--- src/hw/power_up_reset_regs.svh ---
`ifndef POWER_UP_RESET_REGS_SVH
`define POWER_UP_RESET_REGS_SVH

// ****************************************************************
// configuration word placement
// ****************************************************************
`define CFG_WORD_ADDR 14'h2007
`define CFG_SPACE_LO 14'h2000
`define CFG_SPACE_HI 14'h3FFF
`define CFG_ERASED 16'h0FFF
`define CFG_IMPL_MASK 16'h0FFF
`define CFG_ZERO 16'h0000

// ****************************************************************
// configuration word fields
// ****************************************************************
`define CFG_OSC_LSB 0
`define CFG_OSC_MSB 2
`define CFG_WDT_EN_BIT 3
`define CFG_POWER_UP_DELAY_TIMER_BIT 4
`define CFG_MCLR_EN_BIT 5
`define CFG_CODE_PROT_BIT 6
`define CFG_DATA_PROT_BIT 7
`define CFG_BOR_LSB 8
`define CFG_BOR_MSB 9
`define CFG_TWO_SPEED_BIT 10
`define CFG_FAIL_SAFE_BIT 11

// ****************************************************************
// field encodings
// ****************************************************************
`define OSC_LOW_POWER_CRYSTAL 3'h0
`define OSC_LAST_CRYSTAL 3'h2
`define OSC_INTERNAL_IO 3'h4
`define OSC_INTERNAL_CLKOUT 3'h5
`define BOR_OFF 2'h0
`define BOR_SOFTWARE 2'h1
`define BOR_RUN_ONLY 2'h2

// ****************************************************************
// timing
// ****************************************************************
`define CLK_PERIOD_NS 100
`define POWER_UP_DELAY_TIMER_TIME_MS 64
`define POWER_UP_DELAY_TIMER_CYCLES ((`POWER_UP_DELAY_TIMER_TIME_MS * 1000000 + `CLK_PERIOD_NS - 1) / `CLK_PERIOD_NS)
`define OST_CYCLES 1024

`endif

--- src/hw/power_up_reset_pkg.sv ---
package power_up_reset_pkg;

    typedef enum logic [4:0] {
        ST_HOLD  = 5'h01,
        ST_POWER_UP_DELAY_TIMER  = 5'h02,
        ST_OST   = 5'h04,
        ST_RUN   = 5'h08,
        ST_SLEEP = 5'h10
    } seq_state_t;

    typedef enum logic [1:0] {
        PROG_NONE  = 2'h0,
        PROG_READ  = 2'h1,
        PROG_WRITE = 2'h2,
        PROG_ERASE = 2'h3
    } prog_cmd_t;

endpackage

--- src/hw/power_up_reset_and_config_word.sv ---
// Behaviour
// - cold reset always runs 64 ms delay timer; power-on detect runs it only when power-up bit is programmed
// - crystal modes wait for oscillator start-up timer
// - brown-out resets, then 64 ms delay timer
// - sleep ends on reset, watchdog or interrupt
// - config bits: programmed 0, unprogrammed 1
// - config word lives at program address 2007h
// - config space reachable only in programming mode
// - oscillator option chosen by config bits
`timescale 1ns/10ps
`include "power_up_reset_regs.svh"
module power_up_reset_and_config_word #(
    parameter int unsigned POWER_UP_DELAY_TIMER_CYCLES = `POWER_UP_DELAY_TIMER_CYCLES,
    parameter int unsigned OST_CYCLES = `OST_CYCLES
) (
    // clock and reset
    input wire logic clk,
    input wire logic rst_b,
    // reset and wake sources
    input wire logic power_on_detect,
    input wire logic brownout_detect,
    input wire logic ext_reset_pin_b,
    input wire logic watchdog_timeout,
    input wire logic interrupt_wake,
    input wire logic sleep_request,
    input wire logic brownout_sw_enable,
    // programming port
    input wire logic prog_mode,
    input wire power_up_reset_pkg::prog_cmd_t prog_cmd,
    input wire logic [13:0] prog_addr,
    input wire logic [15:0] prog_wdata,
    output logic [15:0] prog_rdata,
    output logic prog_rvalid,
    // core control
    output logic core_reset_b,
    output logic sleeping,
    output logic wake_pulse,
    // decoded configuration
    output logic [2:0] oscillator_select,
    output logic crystal_mode,
    output logic internal_oscillator_option,
    output logic low_power_crystal_option,
    output logic watchdog_timer_enable,
    output logic code_protect_b,
    output logic data_protect_b,
    output logic two_speed_startup_enable,
    output logic fail_safe_clock_monitor_enable
);
    import power_up_reset_pkg::*;

    // ****************************************************************
    // decode helpers
    // ****************************************************************
    function automatic logic in_cfg_space(input logic [13:0] a);
        in_cfg_space = (a >= `CFG_SPACE_LO) && (a <= `CFG_SPACE_HI);
    endfunction

    function automatic logic is_crystal(input logic [2:0] osc);
        is_crystal = (osc <= `OSC_LAST_CRYSTAL);
    endfunction

    // ****************************************************************
    // configuration word
    // ****************************************************************
    logic [15:0] config_reg;
    logic [15:0] config_next;
    logic cfg_hit;

    assign cfg_hit = prog_mode && (prog_addr == `CFG_WORD_ADDR);

    always_comb begin
        config_next = config_reg;
        if (cfg_hit && prog_cmd == PROG_WRITE) begin
            config_next = config_reg & (prog_wdata | ~`CFG_IMPL_MASK) & `CFG_IMPL_MASK;
        end else if (cfg_hit && prog_cmd == PROG_ERASE) begin
            config_next = `CFG_ERASED;
        end
    end

    always_ff @(posedge clk or negedge rst_b) begin
        if (!rst_b) begin
            config_reg <= `CFG_ERASED;
        end else begin
            config_reg <= config_next;
        end
    end

    // programming reads answer one cycle later
    always_ff @(posedge clk or negedge rst_b) begin
        if (!rst_b) begin
            prog_rdata <= `CFG_ZERO;
            prog_rvalid <= 1'b0;
        end else begin
            prog_rvalid <= prog_mode && prog_cmd == PROG_READ && in_cfg_space(prog_addr);
            if (cfg_hit && prog_cmd == PROG_READ) begin
                prog_rdata <= config_reg;
            end else begin
                prog_rdata <= `CFG_ZERO;
            end
        end
    end

    // decoded options
    logic [2:0] osc_field;
    logic [1:0] bor_field;
    assign osc_field = config_reg[`CFG_OSC_MSB:`CFG_OSC_LSB];
    assign bor_field = config_reg[`CFG_BOR_MSB:`CFG_BOR_LSB];

    always_ff @(posedge clk or negedge rst_b) begin
        if (!rst_b) begin
            oscillator_select <= 3'(`CFG_ERASED >> `CFG_OSC_LSB);
            crystal_mode <= 1'b0;
            internal_oscillator_option <= 1'b0;
            low_power_crystal_option <= 1'b0;
            watchdog_timer_enable <= 1'b1;
            code_protect_b <= 1'b1;
            data_protect_b <= 1'b1;
            two_speed_startup_enable <= 1'b1;
            fail_safe_clock_monitor_enable <= 1'b1;
        end else begin
            oscillator_select <= osc_field;
            crystal_mode <= is_crystal(osc_field);
            internal_oscillator_option <= (osc_field == `OSC_INTERNAL_IO)
                || (osc_field == `OSC_INTERNAL_CLKOUT);
            low_power_crystal_option <= (osc_field == `OSC_LOW_POWER_CRYSTAL);
            watchdog_timer_enable <= config_reg[`CFG_WDT_EN_BIT];
            code_protect_b <= config_reg[`CFG_CODE_PROT_BIT];
            data_protect_b <= config_reg[`CFG_DATA_PROT_BIT];
            two_speed_startup_enable <= config_reg[`CFG_TWO_SPEED_BIT];
            fail_safe_clock_monitor_enable <= config_reg[`CFG_FAIL_SAFE_BIT];
        end
    end

    // ****************************************************************
    // reset sources
    // ****************************************************************
    seq_state_t state_reg;
    seq_state_t state_next;
    logic power_up_delay_timer_enabled;
    logic brownout_enabled;
    logic brownout_active;
    logic ext_reset_active;
    logic wdt_reset;
    logic any_source;

    // programmed power-up bit turns the delay timer on
    assign power_up_delay_timer_enabled = !config_reg[`CFG_POWER_UP_DELAY_TIMER_BIT];

    always_comb begin
        case (bor_field)
            `BOR_OFF: brownout_enabled = 1'b0;
            `BOR_SOFTWARE: brownout_enabled = brownout_sw_enable;
            `BOR_RUN_ONLY: brownout_enabled = (state_reg != ST_SLEEP);
            default: brownout_enabled = 1'b1;
        endcase
    end

    assign brownout_active = brownout_detect && brownout_enabled;
    assign ext_reset_active = !ext_reset_pin_b && config_reg[`CFG_MCLR_EN_BIT];
    assign wdt_reset = watchdog_timeout && config_reg[`CFG_WDT_EN_BIT] && (state_reg != ST_SLEEP);
    assign any_source = power_on_detect || brownout_active || ext_reset_active || wdt_reset || prog_mode;

    // ****************************************************************
    // pending start-up delays
    // ****************************************************************
    logic need_power_up_delay_timer_reg;

    always_ff @(posedge clk or negedge rst_b) begin
        if (!rst_b) begin
            need_power_up_delay_timer_reg <= 1'b1;
        end else if (brownout_active) begin
            need_power_up_delay_timer_reg <= 1'b1;
        end else if (power_on_detect) begin
            need_power_up_delay_timer_reg <= power_up_delay_timer_enabled;
        end else if (state_reg == ST_POWER_UP_DELAY_TIMER) begin
            need_power_up_delay_timer_reg <= 1'b0;
        end
    end

    // ****************************************************************
    // start-up timers
    // ****************************************************************
    logic power_up_delay_timer_start;
    logic ost_start;
    logic power_up_delay_timer_done;
    logic ost_done;
    logic timer_abort;

    assign timer_abort = any_source;

    startup_timer #(
        .CYCLES(POWER_UP_DELAY_TIMER_CYCLES)
    ) power_up_delay_timer (
        .clk(clk),
        .rst_b(rst_b),
        .start(power_up_delay_timer_start),
        .abort(timer_abort),
        .running(),
        .done(power_up_delay_timer_done)
    );

    startup_timer #(
        .CYCLES(OST_CYCLES)
    ) oscillator_startup_timer (
        .clk(clk),
        .rst_b(rst_b),
        .start(ost_start),
        .abort(timer_abort),
        .running(),
        .done(ost_done)
    );

    // ****************************************************************
    // sequencer
    // ****************************************************************
    logic wake_event;
    assign wake_event = (watchdog_timeout && config_reg[`CFG_WDT_EN_BIT]) || interrupt_wake;

    always_comb begin
        state_next = state_reg;
        power_up_delay_timer_start = 1'b0;
        ost_start = 1'b0;
        case (state_reg)
            ST_HOLD: begin
                if (!any_source) begin
                    if (need_power_up_delay_timer_reg) begin
                        state_next = ST_POWER_UP_DELAY_TIMER;
                        power_up_delay_timer_start = 1'b1;
                    end else if (is_crystal(osc_field)) begin
                        state_next = ST_OST;
                        ost_start = 1'b1;
                    end else begin
                        state_next = ST_RUN;
                    end
                end
            end
            ST_POWER_UP_DELAY_TIMER: begin
                if (any_source) begin
                    state_next = ST_HOLD;
                end else if (power_up_delay_timer_done) begin
                    if (is_crystal(osc_field)) begin
                        state_next = ST_OST;
                        ost_start = 1'b1;
                    end else begin
                        state_next = ST_RUN;
                    end
                end
            end
            ST_OST: begin
                if (any_source) begin
                    state_next = ST_HOLD;
                end else if (ost_done) begin
                    state_next = ST_RUN;
                end
            end
            ST_RUN: begin
                if (any_source) begin
                    state_next = ST_HOLD;
                end else if (sleep_request) begin
                    state_next = ST_SLEEP;
                end
            end
            ST_SLEEP: begin
                if (any_source) begin
                    state_next = ST_HOLD;
                end else if (wake_event) begin
                    if (is_crystal(osc_field)) begin
                        state_next = ST_OST;
                        ost_start = 1'b1;
                    end else begin
                        state_next = ST_RUN;
                    end
                end
            end
            default: begin
                state_next = ST_HOLD;
            end
        endcase
    end

    always_ff @(posedge clk or negedge rst_b) begin
        if (!rst_b) begin
            state_reg <= ST_HOLD;
        end else begin
            state_reg <= state_next;
        end
    end

    // ****************************************************************
    // core outputs
    // ****************************************************************
    always_ff @(posedge clk or negedge rst_b) begin
        if (!rst_b) begin
            core_reset_b <= 1'b0;
            sleeping <= 1'b0;
            wake_pulse <= 1'b0;
        end else begin
            core_reset_b <= (state_next == ST_RUN) || (state_next == ST_SLEEP);
            sleeping <= (state_next == ST_SLEEP);
            wake_pulse <= (state_reg == ST_SLEEP) && (state_next != ST_SLEEP);
        end
    end
endmodule

--- src/hw/startup_timer.sv ---
`timescale 1ns/10ps
module startup_timer #(
    parameter int unsigned CYCLES = 1
) (
    // clock and reset
    input wire logic clk,
    input wire logic rst_b,
    // control
    input wire logic start,
    input wire logic abort,
    // status
    output logic running,
    output logic done
);
    localparam int unsigned W = $clog2(CYCLES + 1);
    localparam logic [W-1:0] LOAD = W'(CYCLES - 1);

    logic [W-1:0] count_reg;

    always_ff @(posedge clk or negedge rst_b) begin
        if (!rst_b) begin
            count_reg <= '0;
            running <= 1'b0;
            done <= 1'b0;
        end else begin
            done <= 1'b0;
            if (abort) begin
                running <= 1'b0;
            end else if (start) begin
                count_reg <= LOAD;
                running <= 1'b1;
            end else if (running) begin
                if (count_reg == '0) begin
                    running <= 1'b0;
                    done <= 1'b1;
                end else begin
                    count_reg <= count_reg - W'(1);
                end
            end
        end
    end
endmodule

--- config.mk ---
export PLATFORM = sky130hd
export DESIGN_NAME = power_up_reset_and_config_word
export DESIGN_NICKNAME = d
export VERILOG_FILES = /design/src/hw/power_up_reset_pkg.sv /design/src/hw/power_up_reset_and_config_word.sv /design/src/hw/startup_timer.sv
export VERILOG_INCLUDE_DIRS = /design/src /design/src/hw
export SDC_FILE = /design/constraint.sdc
export NUM_CORES = 1
export LEC_CHECK = 0
export ABC_AREA = 1
export ABC_CLOCK_PERIOD_IN_PS = 2300
export BUFFER_PORTS_ARGS = -buffer_cell sky130_fd_sc_hd__buf_2
export CORE_MARGIN = 4
export CORE_UTILIZATION = 50
export CTS_CLUSTER_DIAMETER = 60
export CTS_CLUSTER_SIZE = 25
export DETAILED_ROUTE_END_ITERATION = 6
export PLACE_DENSITY_LB_ADDON = 0.3
export RECOVER_POWER = 100
export SLEW_MARGIN = 0
export SYNTH_ARGS = -nofsm -noshare
export SYNTH_HDL_FRONTEND = slang
export SYNTH_SLANG_ARGS = --single-unit
--- constraint.sdc ---
create_clock -name clk -period 2.3 [get_ports clk]
set_input_delay 0.115 -clock clk [delete_from_list [all_inputs] [get_ports clk]]
set_output_delay 0.115 -clock clk [all_outputs]
set_load 0.01 [all_outputs]
==> reports/metrics.cfg <==
[pwr]
p_leak_nw = 2.43
powerDensity_nw_per_um2 = 921
peakVddDrop_v = 0.000498

[floorplan]
die_area_um2 = 9630
start_util_pct = 52.0
core-area_um2 = 7810
io_pins = 73
rows = 32
fp.dieH_um = 98.1
die_x_um = 98.1

[logic_synthesis]
synth_area_per_cell_um2 = 8.04
synth_area_um2 = 4060
synthCells = 505
ys.warnings.count = 0
synthArstFlopShare_pct = 100
seq_area_frac_synth_pct = 50.0
synth_edf_count = 0
synth_flop_cell = dfrtp_1
ys_ff_latch = 80
netlist-cell-type-count = 33

[clock_tree]
holdBufCountCts = 11
cts_root_buffer = clkbuf_8
postCtsSetupBuffers = 0
cts-resized-gates = 0
clock_path_buffers = 2
htreeDepth = 3
cts_tree = done
clk_pin_slew_worst_paths_ns = 0.08
clock_latency_ns = 0.35
cts_made_buffers = 9
cts_sinks = 80

[route]
drt-total-wl_um = 8720
postRouteAntennaNets = 0
drt_pass1_iterations = 4
wl_per_cell_um = 12.6
routed.top_layer = met4
wl_met2_um = 4410
wl_met3_um = 341
drt_iter0_markers = 124
vias = 3432
drc_errors = 0
wl_met1_um = 3880
vias_per_cell = 4.97

[sta]
slew_headroom_pct = -17.5
skew_ns = 0.0118
maxSlewViolCount = 76
fin_crit_ns = 2.03
fin_setup_tns_ns = 0
rsz0062_at_grt = no
fmax_ghz = 0.492
setup_viol = 0
min_period_over_period_pct = 88.3
worstMarginPinSlew_ns = 1.76
whs_ns = 0.0159
hold_viol = 0

[placed_design]
globalplace.congestion = 0.859
dp_hpwl_um = 6160
port_buffers = 64

[global_routing]
grt_pass1_wl_um = 15400
antenna_found_initial = 0
grt_pass1_vias = 3443
gr-total-overflow = 0
grt_max_degree = 76
grt_util_all_layers_pct = 19.2

[hold_path]
whs_endpoint = config_reg[5]$_DFFE_PN1P_
hp-class = in -> reg
hold_path_startpoint = prog_wdata[5]
holdPathStages = 3

[worst_setup_path]
r2r_slack_ns = 0.27
worstPathRequired_ns = 2.54
worstRegToRegCells = 9
end_kind = flop
critPathMaxFanout = 22
critical_path_class = reg -> reg
regToRegStartpoint = state_reg[3]$_DFF_PN0_
cp.arrival_ns = 2.27
r2r_end = power_up_delay_timer.count_reg[11]$_DFFE_PN0P_
startpoint_type = flop
startpoint = state_reg[3]$_DFF_PN0_

[cells_and_area]
syn_to_final_growth_pct = 17.1
final_core_util_pct = 60.9
largest_reg_flops = 20
drive_gt1_share_pct = 14.1
n_antenna_cell = 0
fin_nets = 627

[outcome]
status = finished, violations left
violations = capacitance limit, slew limit

[flow_run]
drv_cap = 1

==> cells in the final DEF, fill, tap and decap left out, types with 3 or more instances in the layout <==
cell	synthesis	layout
conb_1	1	4
inv_1	48	49
buf_2	9	35
clkbuf_1	3	29
dfstp_2	22	14
dlygate4sd3_1	0	11
xnor2_1	16	16
clkbuf_2	0	3
nor3_1	6	6
nand4_1	11	11
clkbuf_8	0	9
xor2_1	8	8
dfrtp_1	58	58
nand3b_1	8	8
dfstp_1	0	8
nor2_1	73	74
o21ai_0	20	20
nand2_1	139	139
buf_4	5	5
nand3_1	53	53
==> power by group <==
part	total [mW]	switching [mW]	internal (mW)
logic	1.40	0.781	0.616
registers	1.87	0.251	1.62
clock network	1.11	0.499	0.613
==> cell families after synthesis <==
logic type	count (synthesis)	share of synthesized area (%)
flops	80	50.0
other cells	1	0.0923
xor+xnor	24	5.18
buf+inv	69	7.42
simple gates	302	32.9
fa+ha+maj	2	0.616
compound gates	27	3.79
==> worst max-delay path by stage <==
stage	to	slack, ns
after floorplan	power_up_delay_timer.count_reg[2]$_DFFE_PN0P_	0.66
after global placement	power_up_delay_timer.count_reg[9]$_DFFE_PN0P_	0.39
after detailed placement	power_up_delay_timer.count_reg[9]$_DFFE_PN0P_	0.37
after CTS	power_up_delay_timer.count_reg[9]$_DFFE_PN0P_	0.35
after global routing	power_up_delay_timer.count_reg[19]$_DFFE_PN0P_	0.1
final	power_up_delay_timer.count_reg[11]$_DFFE_PN0P_	0.27
==> metal layers <==
| layer | track usage (%) | vias up |
|---|---|---|
| li1 | - | 1745 |
| met1 | 23.7 | 1619 |
| met2 | 32.7 | 58 |
| met3 | 5.21 | 10 |
| met4 | 6.50 | 0 |
| met5 | 0 | - |
==> worst max-delay path: stages (launching register included) <==
cell and delay, ns:
dfrtp_1 0.42, nor2_1 0.27, nand3_2 0.19, a21oi_4 0.21
nand2_2 0.11, clkinv_4 0.11, nand3_4 0.22, buf_12 0.25
nand3_1 0.08, nand2_1 0.06
==> Yosys cell counts (2+ instances only) <==
master / count / area [um^2]
a21oi_1: 2 / 10.0
nor4_1: 2 / 12.5
nand4_1: 11 / 68.8
nand3b_1: 8 / 60.1
nor2_4: 2 / 22.5
buf_4: 5 / 37.5
or2_2: 2 / 12.5
dfrtp_1: 58 / 1450
nand3_1: 53 / 265
inv_1: 48 / 180
ha_1: 2 / 25.0
nor3_1: 6 / 30.0
nand2_1: 139 / 522
nand3_4: 2 / 35.0
nor2_1: 73 / 274
o21ai_0: 20 / 100
dfstp_2: 22 / 578
xnor2_1: 16 / 140
clkbuf_1: 3 / 11.3
buf_2: 9 / 45.0
o22ai_1: 2 / 12.5
inv_2: 2 / 7.51
xor2_1: 8 / 70.1
==> through the flow <==
step | total power [mW] | cell area (um^2) | worst slack [ns] | instances
3_5_place_dp | 3.28 | 4480 | 0.366 | 663
6_report | 4.38 | 4760 | 0.269 | 690
4_1_cts | 4.41 | 4800 | 0.350 | 690
2_1_floorplan | 2.97 | 4070 | 0.659 | 508
3_3_place_gp | 3.23 | 4480 | 0.393 | 663
5_1_grt | 4.75 | 4760 | 0.0981 | 690
==> cell type report <==
cell class,instances,area (um^2)
clock inverter,5,78.8
fill,700,3050
multi-input combinational,359,1730
tap,102,128
inverter,51,196
timing repair buffer,82,459
clock buffer,11,131
sequential,80,2030
No activity file was read; power rests on OpenSTA's default activity.
